### src/hdl/gdpc_defs.vh
// constants for the gate driver protection configuration block
`ifndef GDPC_DEFS_VH
`define GDPC_DEFS_VH

// clock rate in MHz
`define GDPC_CLK_MHZ 40

// register indices, byte address is four times the index
`define GDPC_CFG1_IDX 12'h0AC
`define GDPC_CFG2_IDX 12'h0AE
`define GDPC_STAT_IDX 12'h0B0

// reset values
`define GDPC_CFG1_RST 32'h10228100
`define GDPC_CFG2_RST 32'h01200000
`define GDPC_STAT_RST 32'h00000000

// first configuration word field positions
`define GDPC_PARITY_BIT 31
`define GDPC_SLEW_HI 27
`define GDPC_SLEW_LO 26
`define GDPC_CLR_BIT 23
`define GDPC_OVSEL_BIT 19
`define GDPC_OVEN_BIT 18
`define GDPC_OTWREP_BIT 16
`define GDPC_DEG_HI 13
`define GDPC_DEG_LO 12
`define GDPC_RETRY_BIT 11
`define GDPC_OCLVL_BIT 10
`define GDPC_MODE_HI 9
`define GDPC_MODE_LO 8
`define GDPC_GAIN_HI 1
`define GDPC_GAIN_LO 0

// overcurrent response codes
`define GDPC_MODE_LATCH 2'h0
`define GDPC_MODE_RETRY 2'h1
`define GDPC_MODE_REPORT 2'h2
`define GDPC_MODE_IGNORE 2'h3

// status word bit positions
`define GDPC_ST_OC 0
`define GDPC_ST_OV 1
`define GDPC_ST_OTW 2
`define GDPC_ST_RETRY 3
`define GDPC_ST_DRV 4

// deglitch times in ns, per code
`define GDPC_DEG0_NS 200
`define GDPC_DEG1_NS 600
`define GDPC_DEG2_NS 1200
`define GDPC_DEG3_NS 1600

// retry times in ms
`define GDPC_RETRY_SHORT_MS 5
`define GDPC_RETRY_LONG_MS 500

`endif

### src/hdl/gdpc_timer.v
// one-shot down counter with load, abort and expiry pulse
`timescale 1ns/1ps
`default_nettype none

module gdpc_timer #(
    parameter W = 8
) (
    // clock and reset
    input  wire         ref_clk,
    input  wire         rst_b,
    // control
    input  wire         load,
    input  wire [W-1:0] load_val,
    input  wire         abort,
    // state
    output reg          busy,
    output reg          done
);

    reg [W-1:0] count;

    // abort wins over load so a dropped input never leaves a stale run
    always @(posedge ref_clk or negedge rst_b) begin
        if (!rst_b) begin
            count <= {W{1'b0}};
            busy  <= 1'b0;
            done  <= 1'b0;
        end else begin
            done <= 1'b0;
            if (abort) begin
                busy  <= 1'b0;
                count <= {W{1'b0}};
            end else if (load) begin
                busy  <= 1'b1;
                count <= load_val;
            end else if (busy) begin
                if (count <= {{(W-1){1'b0}}, 1'b1}) begin
                    busy <= 1'b0;
                    done <= 1'b1;
                end else begin
                    count <= count - {{(W-1){1'b0}}, 1'b1};
                end
            end
        end
    end

endmodule

`default_nettype wire

### src/hdl/gdpc_top.v
// gate driver protection configuration registers with overcurrent handling
//
// Added by the designer: register access over APB.
`timescale 1ns/1ps
`default_nettype none
`include "gdpc_defs.vh"

// Notes on behaviour
// - bits 27-26 pick 25/50/125/200 V/us edge speed, reset code 0.
// - writing one to bit 23 clears all latched faults; bit reads back zero.
// - bit 23 written zero or at reset causes no clearing.
// - bit 19 zero trips supply at 32 V, one at 20 V.
// - bit 18 gates supply overvoltage protection, off at reset.
// - bit 16 lets overtemperature warning pull fault pin low, off at reset.
// - bits 13-12 pick 0.2/0.6/1.2/1.6 us overcurrent filter time.
// - bit 11 picks 5 ms or 500 ms retry wait.
// - bit 10 picks 9 A or 13 A overcurrent trip.
// - response code 0 latches overcurrent fault until cleared.
// - response code 1, the reset value, retries automatically.
// - code 2 reports only, code 3 neither reports nor acts.
// - bits 1-0 pick 0.24/0.48/0.96/1.92 V/A gain, reset code 0.
// - gain field applies only while automatic gain is off.
// - second configuration word at index AEh, reset 01200000h.
// - first configuration word at index ACh, reset 10228100h.
module gdpc_top #(
    parameter AW           = 12,
    parameter RETRY_W      = 25,
    parameter RETRY_SHORT  = `GDPC_RETRY_SHORT_MS * `GDPC_CLK_MHZ * 1000,
    parameter RETRY_LONG   = `GDPC_RETRY_LONG_MS * `GDPC_CLK_MHZ * 1000
) (
    // clock and reset
    input  wire          ref_clk,
    input  wire          rst_b,
    // apb slave
    input  wire          psel,
    input  wire          penable,
    input  wire          pwrite,
    input  wire [AW-1:0] paddr,
    input  wire [31:0]   pwdata,
    output reg  [31:0]   prdata,
    output wire          pready,
    output wire          pslverr,
    // protection comparator inputs
    input  wire          oc_detect_raw,
    input  wire          ov_above_32v,
    input  wire          ov_above_20v,
    input  wire          overtemp_warn,
    input  wire          auto_sense_gain_en,
    // analog settings
    output reg  [1:0]    slew_rate_sel,
    output reg           supply_overvolt_threshold_sel,
    output reg           supply_overvolt_protect_en,
    output reg           overcurrent_threshold_sel,
    output reg  [1:0]    sense_amp_gain_sel,
    output reg  [31:0]   cfg_two_word,
    // driver control and fault pin
    output reg           drive_en,
    output reg           fault_indicator_n
);

    // deglitch counts, rounded up to whole cycles so a filter never ends early
    localparam integer DEG0_NUM = (`GDPC_DEG0_NS * `GDPC_CLK_MHZ + 999) / 1000;
    localparam integer DEG1_NUM = (`GDPC_DEG1_NS * `GDPC_CLK_MHZ + 999) / 1000;
    localparam integer DEG2_NUM = (`GDPC_DEG2_NS * `GDPC_CLK_MHZ + 999) / 1000;
    localparam integer DEG3_NUM = (`GDPC_DEG3_NS * `GDPC_CLK_MHZ + 999) / 1000;

    // counts are worked out as integers, then cut to the counter width on purpose
    localparam [6:0] DEG0_CYC = DEG0_NUM[6:0];
    localparam [6:0] DEG1_CYC = DEG1_NUM[6:0];
    localparam [6:0] DEG2_CYC = DEG2_NUM[6:0];
    localparam [6:0] DEG3_CYC = DEG3_NUM[6:0];
    localparam [RETRY_W-1:0] RETRY_SHORT_CYC = RETRY_SHORT[RETRY_W-1:0];
    localparam [RETRY_W-1:0] RETRY_LONG_CYC  = RETRY_LONG[RETRY_W-1:0];

    // overcurrent handler states
    localparam [2:0] ST_RUN   = 3'h1;
    localparam [2:0] ST_HOLD  = 3'h2;
    localparam [2:0] ST_RETRY = 3'h4;

    // word address hit for a register index
    function hit;
        input [AW-1:0] addr;
        input [11:0]   idx;
        begin
            hit = (addr == {idx[AW-3:0], 2'b00});
        end
    endfunction

    // deglitch count for a code
    function [6:0] deg_cycles;
        input [1:0] code;
        begin
            case (code)
                2'h0: deg_cycles = DEG0_CYC;
                2'h1: deg_cycles = DEG1_CYC;
                2'h2: deg_cycles = DEG2_CYC;
                default: deg_cycles = DEG3_CYC;
            endcase
        end
    endfunction

    reg  [31:0] cfg_one;
    reg  [31:0] cfg_two;
    reg         oc_fault;
    reg         ov_fault;
    reg         otw_fault;
    reg  [2:0]  oc_state;
    reg  [2:0]  next_oc_state;
    reg         oc_prev;
    reg  [31:0] next_prdata;

    wire        setup_phase;
    wire        access_phase;
    wire        sel_cfg1;
    wire        sel_cfg2;
    wire        sel_stat;
    wire        mapped;
    wire        wr_cfg1;
    wire        clear_cmd;
    wire [1:0]  oc_mode;
    wire        oc_tripped;
    wire        ov_level;
    wire        ov_trip;
    wire        deg_done;
    wire        deg_busy;
    wire        retry_done;
    wire        retry_busy;
    wire        retry_load;
    wire [31:0] stat_word;

    // apb decode
    assign setup_phase  = psel & ~penable;
    assign access_phase = psel & penable;
    assign sel_cfg1     = hit(paddr, `GDPC_CFG1_IDX);
    assign sel_cfg2     = hit(paddr, `GDPC_CFG2_IDX);
    assign sel_stat     = hit(paddr, `GDPC_STAT_IDX);
    assign mapped       = sel_cfg1 | sel_cfg2 | sel_stat;
    // zero wait states: every register answers in its access cycle
    assign pready       = 1'b1;
    assign pslverr      = access_phase & ~mapped;
    assign wr_cfg1      = access_phase & pwrite & sel_cfg1;

    // only a written one issues the clear command
    assign clear_cmd = wr_cfg1 & pwdata[`GDPC_CLR_BIT];

    assign oc_mode = cfg_one[`GDPC_MODE_HI:`GDPC_MODE_LO];

    // configuration words; parity and reserved bits simply store
    always @(posedge ref_clk or negedge rst_b) begin
        if (!rst_b) begin
            cfg_one <= `GDPC_CFG1_RST;
            cfg_two <= `GDPC_CFG2_RST;
        end else if (access_phase & pwrite) begin
            if (sel_cfg1) begin
                cfg_one <= pwdata;
                // the clear bit never stores, so it reads back zero
                cfg_one[`GDPC_CLR_BIT] <= 1'b0;
            end else if (sel_cfg2) begin
                cfg_two <= pwdata;
            end
        end
    end

    // read data registered in the setup cycle, valid in the access cycle
    always @* begin
        next_prdata = 32'h00000000;
        if (sel_cfg1) begin
            next_prdata = cfg_one;
        end else if (sel_cfg2) begin
            next_prdata = cfg_two;
        end else if (sel_stat) begin
            next_prdata = stat_word;
        end
    end

    always @(posedge ref_clk or negedge rst_b) begin
        if (!rst_b) begin
            prdata <= 32'h00000000;
        end else if (setup_phase & ~pwrite) begin
            prdata <= next_prdata;
        end
    end

    // analog settings straight from the word
    always @(posedge ref_clk or negedge rst_b) begin
        if (!rst_b) begin
            slew_rate_sel                 <= 2'h0;
            supply_overvolt_threshold_sel <= 1'b0;
            supply_overvolt_protect_en    <= 1'b0;
            overcurrent_threshold_sel     <= 1'b0;
            sense_amp_gain_sel            <= 2'h0;
            cfg_two_word                  <= `GDPC_CFG2_RST;
        end else begin
            slew_rate_sel <= cfg_one[`GDPC_SLEW_HI:`GDPC_SLEW_LO];
            supply_overvolt_threshold_sel <= cfg_one[`GDPC_OVSEL_BIT];
            supply_overvolt_protect_en <= cfg_one[`GDPC_OVEN_BIT];
            overcurrent_threshold_sel <= cfg_one[`GDPC_OCLVL_BIT];
            // automatic gain overrides the field; code 0 is then driven
            if (auto_sense_gain_en) begin
                sense_amp_gain_sel <= 2'h0;
            end else begin
                sense_amp_gain_sel <= cfg_one[`GDPC_GAIN_HI:`GDPC_GAIN_LO];
            end
            // word two has no decoded fields here, so it leaves whole
            cfg_two_word <= cfg_two;
        end
    end

    // overcurrent deglitch: a rising input starts the filter, a drop aborts it
    // limitation: an input that stays high trips once, not again after a retry
    always @(posedge ref_clk or negedge rst_b) begin
        if (!rst_b) begin
            oc_prev <= 1'b0;
        end else begin
            oc_prev <= oc_detect_raw;
        end
    end

    gdpc_timer #(
        .W        (7)
    ) u_deglitch (
        .ref_clk  (ref_clk),
        .rst_b    (rst_b),
        .load     (oc_detect_raw & ~oc_prev),
        .load_val (deg_cycles(cfg_one[`GDPC_DEG_HI:`GDPC_DEG_LO])),
        .abort    (~oc_detect_raw),
        .busy     (deg_busy),
        .done     (deg_done)
    );

    // code 3 ignores the event entirely
    assign oc_tripped = deg_done & oc_detect_raw & (oc_mode != `GDPC_MODE_IGNORE);

    // retry wait, length picked at the moment the fault hits
    assign retry_load = oc_tripped & (oc_mode == `GDPC_MODE_RETRY) & (oc_state == ST_RUN);

    gdpc_timer #(
        .W        (RETRY_W)
    ) u_retry (
        .ref_clk  (ref_clk),
        .rst_b    (rst_b),
        .load     (retry_load),
        .load_val (cfg_one[`GDPC_RETRY_BIT] ? RETRY_LONG_CYC : RETRY_SHORT_CYC),
        .abort    (clear_cmd),
        .busy     (retry_busy),
        .done     (retry_done)
    );

    // overcurrent handler
    always @* begin
        next_oc_state = oc_state;
        case (oc_state)
            ST_RUN: begin
                if (oc_tripped & (oc_mode == `GDPC_MODE_LATCH)) begin
                    next_oc_state = ST_HOLD;
                end else if (retry_load) begin
                    next_oc_state = ST_RETRY;
                end
            end
            ST_HOLD: begin
                // a fresh trip in the clear cycle keeps the hold
                if (clear_cmd & ~oc_tripped) begin
                    next_oc_state = ST_RUN;
                end
            end
            ST_RETRY: begin
                if (retry_done | clear_cmd) begin
                    next_oc_state = ST_RUN;
                end
            end
            default: begin
                next_oc_state = ST_RUN;
            end
        endcase
    end

    always @(posedge ref_clk or negedge rst_b) begin
        if (!rst_b) begin
            oc_state <= ST_RUN;
        end else begin
            oc_state <= next_oc_state;
        end
    end

    // supply overvoltage compare, gated by enable
    assign ov_level = cfg_one[`GDPC_OVSEL_BIT] ? ov_above_20v : ov_above_32v;
    assign ov_trip  = cfg_one[`GDPC_OVEN_BIT] & ov_level;

    // latched fault bits; a set in the clear cycle wins over the clear
    always @(posedge ref_clk or negedge rst_b) begin
        if (!rst_b) begin
            oc_fault <= 1'b0;
        end else if (oc_tripped) begin
            oc_fault <= 1'b1;
        end else if (clear_cmd) begin
            oc_fault <= 1'b0;
        end else if (retry_done & (oc_state == ST_RETRY)) begin
            oc_fault <= 1'b0;
        end
    end

    always @(posedge ref_clk or negedge rst_b) begin
        if (!rst_b) begin
            ov_fault <= 1'b0;
        end else if (ov_trip) begin
            ov_fault <= 1'b1;
        end else if (clear_cmd) begin
            ov_fault <= 1'b0;
        end
    end

    always @(posedge ref_clk or negedge rst_b) begin
        if (!rst_b) begin
            otw_fault <= 1'b0;
        end else if (overtemp_warn) begin
            otw_fault <= 1'b1;
        end else if (clear_cmd) begin
            otw_fault <= 1'b0;
        end
    end

    // outputs off while held, retrying or over voltage
    always @(posedge ref_clk or negedge rst_b) begin
        if (!rst_b) begin
            drive_en          <= 1'b0;
            fault_indicator_n <= 1'b1;
        end else begin
            // next state, so the stage drops on the edge that latches the fault
            drive_en <= (next_oc_state == ST_RUN) & ~ov_trip;
            // warning reaches the pin only when its report bit is set
            fault_indicator_n <= ~(oc_fault | ov_fault |
                                   (otw_fault & cfg_one[`GDPC_OTWREP_BIT]));
        end
    end

    // status word, read only
    // writes to it are dropped without an error, as it holds no settings
    assign stat_word = {27'h0000000, drive_en, retry_busy, otw_fault, ov_fault, oc_fault};

endmodule

`default_nettype wire

### config.mk
export PLATFORM = sky130hd
export DESIGN_NAME = gdpc_top
export DESIGN_NICKNAME = d
export VERILOG_FILES = /design/src/hdl/gdpc_timer.v /design/src/hdl/gdpc_top.v
export VERILOG_INCLUDE_DIRS = /design/src /design/src/hdl
export SDC_FILE = /design/constraint.sdc
export NUM_CORES = 1
export LEC_CHECK = 0
export BUFFER_PORTS_ARGS = -buffer_cell sky130_fd_sc_hd__buf_2
export CORE_AREA = 5 5 107 159
export DETAILED_ROUTE_END_ITERATION = 10
export DIE_AREA = 0 0 112 164
export GPL_TIMING_DRIVEN = 0
export HOLD_SLACK_MARGIN = 0.15
export PLACE_DENSITY = 0.7
export SETUP_SLACK_MARGIN = 0.02
export SLEW_MARGIN = 15
export SYNTH_ARGS = -nofsm -noshare
export SYNTH_HDL_FRONTEND = slang
export SYNTH_SLANG_ARGS = --single-unit
### constraint.sdc
create_clock -name ref_clk -period 2.8 [get_ports ref_clk]
set_input_delay 0.28 -clock ref_clk [delete_from_list [all_inputs] [get_ports ref_clk]]
set_output_delay 0.28 -clock ref_clk [all_outputs]
set_load 0.005 [all_outputs]
After elaboration in Yosys (flattened, before gate mapping)
Index checks and enable logic that the tools add are counted.
- $add $sub $neg: 2
- $mul: 0
- div/mod/pow operators: 0
- $lt $le $gt $ge: 2
- eq/ne operators: 14
- shift operators: 0
- muxes and demuxes: 42
- bitwise operators: 31
- reductions and logical operators: 10
- operator list (operator ; number):
    25-bit 2-to-1 mux ; 5
    32-bit 2-to-1 mux ; 2
    12-bit by 10-bit == test with 1-bit output (second input constant) ; 3
    7-bit 2-to-1 mux ; 4
    25-bit by 1-bit <= comparator with 1-bit output (second input constant) ; 1
    25-bit by 1-bit subtractor with 25-bit output (second input constant) ; 1
    1-bit 2-to-1 mux ; 23
    7-bit one-hot mux with 3 select lines ; 1
    1-bit AND ; 18
    3-bit 2-to-1 mux ; 4
    3-bit one-hot mux with 3 select lines ; 1
    1-bit NOT ; 8
    7-bit by 1-bit <= comparator with 1-bit output (second input constant) ; 1
    7-bit by 1-bit subtractor with 7-bit output (second input constant) ; 1
    3-bit by 1-bit == test with 1-bit output (second input constant) ; 2
    2-bit AND reduction ; 3
    3-bit nonzero test ; 2
    5-bit 2-to-1 mux ; 1
    1-bit bitwise OR ; 5
    2-bit by 1-bit == test with 1-bit output (second input constant) ; 2
    2-bit zero test ; 2
    2-bit nonzero test ; 2
    3-bit by 2-bit == test with 1-bit output (second input constant) ; 1
    3-bit == test (second input constant) ; 1
    other kinds (7) ; 7
- flip-flop bits (word level): 179
- latch bits: 0
- bits in writable memories: 0
- bits in read-only memories: 0
- input bits: 54
- memories: 0

Longest topological paths before layout
- word-level depth: 9
- mapped depth: 8
- mapped depth without buffers: 7

By module
From an unflattened synthesis, not the netlist that was laid out.
- cell total of the unflattened synthesis: 639
- area, all modules: 7788.7 sq um
- modules (own cells, without submodules) (module ; times used ; cells each ; area an instance (sq um) ; sequential area each (sq um)):
    gdpc_top ; 1 ; 393 ; 5535.3 ; 3592.2
    gdpc_timer (u_retry) ; 1 ; 186 ; 1694.1 ; 675.6
    gdpc_timer (u_deglitch) ; 1 ; 60 ; 559.3 ; 225.2

Worst setup path after synthesis
No wires, ideal clock.
- kind: flip-flop to flip-flop
- from: register u_retry.count[22]
- to: register u_retry.count[6]
- arrival: 1839 ps
- required time: 2677 ps
- path slack: 838 ps
- stages on the path, launching flop included: 7
- path buffers: 0
- cells stage by stage: dfrtp_1 nor4_4 o2111ai_4 o41ai_4 or3_1 xor2_1 a21oi_1
- word-level cells in the longest chain between the ends: 3
- ends and longest elaborated chain (what ; RTL line ; source):
    start, declared ; gdpc_timer.v:20 ; reg [W-1:0] count;
    start signal, assigned ; gdpc_timer.v:25 ; count <= {W{1'b0}};
    start signal, assigned ; gdpc_timer.v:32 ; count <= {W{1'b0}};
    start signal, assigned ; gdpc_timer.v:35 ; count <= load_val;
    25-bit by 1-bit <= comparator with 1-bit output ; gdpc_timer.v:37 ; if (count <= {{(W-1){1'b0}}, 1'b1}) begin
    3-bit inequality test (no source line) ; - ;
    2-bit AND reduction (no source line) ; - ;
Every way passes these cells.
A chain may end at the register's enable or synchronous reset.

Worst setup path in the final report
- from: input oc_detect_raw
- to: register u_retry.count[13]
- word-level cells in the longest chain between the ends: 6
- elaborated cells between the ends (all ways): 9
- classes of those cells: eq/ne (1); mux (2); bitwise (4); reduce/logical (2)
- ends and longest elaborated chain (what ; RTL line ; source):
    start, declared ; gdpc_top.v:44 ; input wire oc_detect_raw,
    1-bit AND * (2 in a row) ; gdpc_top.v:232 ; assign oc_tripped = deg_done & oc_detect_raw & (oc_mode != `GDPC_MODE_IGNORE);
    1-bit AND * (2 in a row) ; gdpc_top.v:235 ; assign retry_load = oc_tripped & (oc_mode == `GDPC_MODE_RETRY) & (oc_state == ST_RUN);
    3-bit inequality test (no source line) (tied with other cells) ; - ;
    2-bit AND reduction (no source line) or 25-bit 2-to-1 mux (tied branches) ; - ;
    end signal, assigned ; gdpc_timer.v:32 ;
    end signal, assigned ; gdpc_timer.v:35 ;
    end signal, assigned ; gdpc_timer.v:41 ; count <= count - {{(W-1){1'b0}}, 1'b1};
Mark *: on every way between the ends. The rest lies on a longest branch, timed or not.

==> results.cfg <==
[clocking]
post_cts_resized = 0
cts_hold_buf = 36
cts.sinks = 179
post_cts_buffers = 0
cts_tree = done
clk_pin_slew_ps = 70
cts-buffers-inserted = 17
insertion_delay_ps = 420
cts_root_buffer = clkbuf_16
htree_levels = 4
clockBufferDepth = 2

[run]
max_cap_viol_count = 0

[worst_setup_path]
path_class = input port to register
end_kind = register
cp_num_buf_inv = 4
r2r-start = u_retry.count[10]$_DFFE_PN0P_
crit_chain = dlygate4sd3_1, buf_2, clkbuf_1, nand4_1, or3b_2, buf_6, o21ai_0, a21oi_1
startpoint = oc_detect_raw
r2r_cells = 6
crit_arrival_ps = 2700
worst-r2r-setup-slack_ps = 520
critical_path.top_delay_family = buffers and inverters
startpoint_type = input port
crit_path_max_incr_delay_ps = 520
critPathRequiredTime_ps = 3070
cp_max_fo = 9
worstSetupPathDepth = 8
crit_path_top_delay_cell = dlygate4sd3_1
timing.rr.end = u_retry.count[18]$_DFFE_PN0P_
cp-endpoint = u_retry.count[13]$_DFFE_PN0P_

[global_route]
antenna_found_initial = 0
groute.usage.overall = 0.2034
grt_pass1_wl_um = 29530
grt_max_degree = 105
grt_pass1_vias = 5866
overflow = 0

[pwr]
pwr_density_cell_nw_per_um2 = 587.8
p_int_w = 0.004091
sw_frac_of_total = 0.2523
seq_power_share = 0.498
combPwrFrac = 0.069
power_frac_clock = 0.433
p_switching_w = 0.001380
leakagePower_nw = 4.563
ir_drop_mv = 0.3708

[sta]
slew_headroom = 0.3997
setup_tns_ps = 0
rsz0062_at_grt = no
period_needed_ps = 2426
hold_slack_ps = 268.9
post-route-period-util = 0.8663
worst_pin_slew_ps = 900.4
fin_worst_skew_ps = 9.810
setup_viol = 0
slew_violations = 0
hold_viol = 0
fmax_mhz = 412.2

[outcome]
status = completed

[floorplan]
rows = 56
die_area_sq_um = 18370
fp.dieH_um = 164
die_w_um = 112
ioPinCount = 129
initial_utilization = 0.4798
core-area_sq_um = 15480

[placed_design]
routabilityCongestion = 0.8521
port_buffers = 126
dp_hpwl_um = 12560
post_dp_cell_area_sq_um = 8352

[route]
avgRoutedWirePerCell_um = 17.90
wl_um = 17760
antenna_left = 0
drc = 0
num_vias = 5300
first_pass_iters = 4
first_iter_violations = 276
via_per_inst = 5.343

[synth]
ys_types = 56
synthArstFlopShare = 1.000
synth_edf_count = 0
ys_ff_latch = 179
synth_area_leaders = dfrtp_1 (57%), mux2_2 (9.7%), mux2i_1 (4.2%)
syn_area_per_cell_sq_um = 12.51
synth_flop_cell = dfrtp_1
synth_area_sq_um = 7430
synthesis.instances = 594
synth_top_family_by_area = multiplexers
synth-seq-area-share = 0.6047
yosysTopAreaCell = dfrtp_1
yosys_warnings = 0
synthMuxAreaShare = 0.1388
synthXorXnorAreaFrac = 0.02476
synth_nets = 656
synthAdderAreaFrac = 0.01347
synth_top_area_share = 0.5658
synth-simple-area-share = 0.1138
synth_compound_area_frac = 0.07646

[cells_and_area]
drive_gt1_frac = 0.3245
final_area_sq_um = 9309
diodes = 0
final_common_cell = dfrtp_1
area_growth_pct = 25.29
final_cell_mix = dfrtp_1 (168), buf_2 (127), mux2_2 (64), nand2_1 (53), nor2_1 (41)
final_nets = 838
final_core_util = 0.6012

[worst_hold_path]
hp-class = input port to register
hp-start = ov_above_32v
through the flow:
stage	setup slack (ps)	total power [W]	instances
after CTS	431.6	0.005505	992
after global routing	242.7	0.005690	992
after detailed placement	450.0	0.003116	924
after global placement	-1220	0.003088	923
final	374.2	0.005471	992
after floorplan	837.9	0.002941	594
flip-flops by register name, summed over array words and instances (netlist names), 2 cells and up:
signal / count
sense_amp_gain_sel: 2
prdata: 32
u_retry.count: 25
cfg_two_word: 32
cfg_two: 32
cfg_one: 31
slew_rate_sel: 2
oc_state: 3
u_deglitch.count: 7
worst register-to-register path, stage by stage (launching register included):
cell and delay [ps]:
dfrtp_1 410, nor4_2 350, nand2_1 250, nor2_1 390, o211ai_1 280, or3_1 370
a21oi_1 160
power groups by stage:
stage | logic (W) | clock network [W] | registers, W
2_1_floorplan | 0.000188 | 0 | 0.00275
3_3_place_gp | 0.000321 | 0 | 0.00277
3_5_place_dp | 0.000342 | 0 | 0.00277
4_1_cts | 0.000383 | 0.00240 | 0.00273
5_1_grt | 0.000426 | 0.00253 | 0.00273
6_report | 0.000377 | 0.00237 | 0.00273
synth_stat cells, types with 8 or more instances:
cell / count
dfrtp_1: 168
mux2_2: 64
nand2_1: 53
nor2_1: 41
mux2i_1: 31
o31ai_1: 26
a21oi_1: 20
clkbuf_1: 17
inv_1: 12
nand3_1: 12
nor3_1: 12
dfstp_2: 11
o21ai_0: 11
xor2_1: 11
xnor2_1: 10
ha_1: 8
or3_1: 8
area by class of cell:
type | count | area (sq um)
repair buffers | 163 | 1028
fillers | 1242 | 6176
clock buffers | 17 | 425.4
well taps | 203 | 254.0
plain buffers | 32 | 158.9
inverters | 12 | 45.04
clock inverters | 15 | 171.4
multi-input cells | 371 | 2733
flip-flops and latches | 179 | 4493
logic make-up (layout without fill, tap and decap cells):
family | count (synthesis) | in the layout
flops | 179 | 179
simple gates | 166 | 166
mux | 95 | 95
compound gates | 80 | 80
buf+inv | 44 | 239
xor+xnor | 21 | 21
fa+ha+maj | 8 | 8
other cells | 1 | 1
worst min path at each step:
stage	slack, ps	end	depth (start not counted)
finish	270	ov_fault$_DFFE_PN0P_	4
global route	300	ov_fault$_DFFE_PN0P_	4
CTS	270	ov_fault$_DFFE_PN0P_	4
detailed placement	300	u_deglitch.count[4]$_DFFE_PN0P_	1
global placement	360	cfg_two_word[21]$_DFF_PN1_	0
floorplan	-20	cfg_one[0]$_DFFE_PN0N_	0
layer usage:
layer | track usage | routed length [um] | share of wire
met5 | 0 | 0 | 0
met4 | 0.08420 | 513 | 0.029
met3 | 0.05050 | 911 | 0.051
met2 | 0.3753 | 9726 | 0.55
met1 | 0.2221 | 6606 | 0.37
Power figures use the tool's default switching activity.
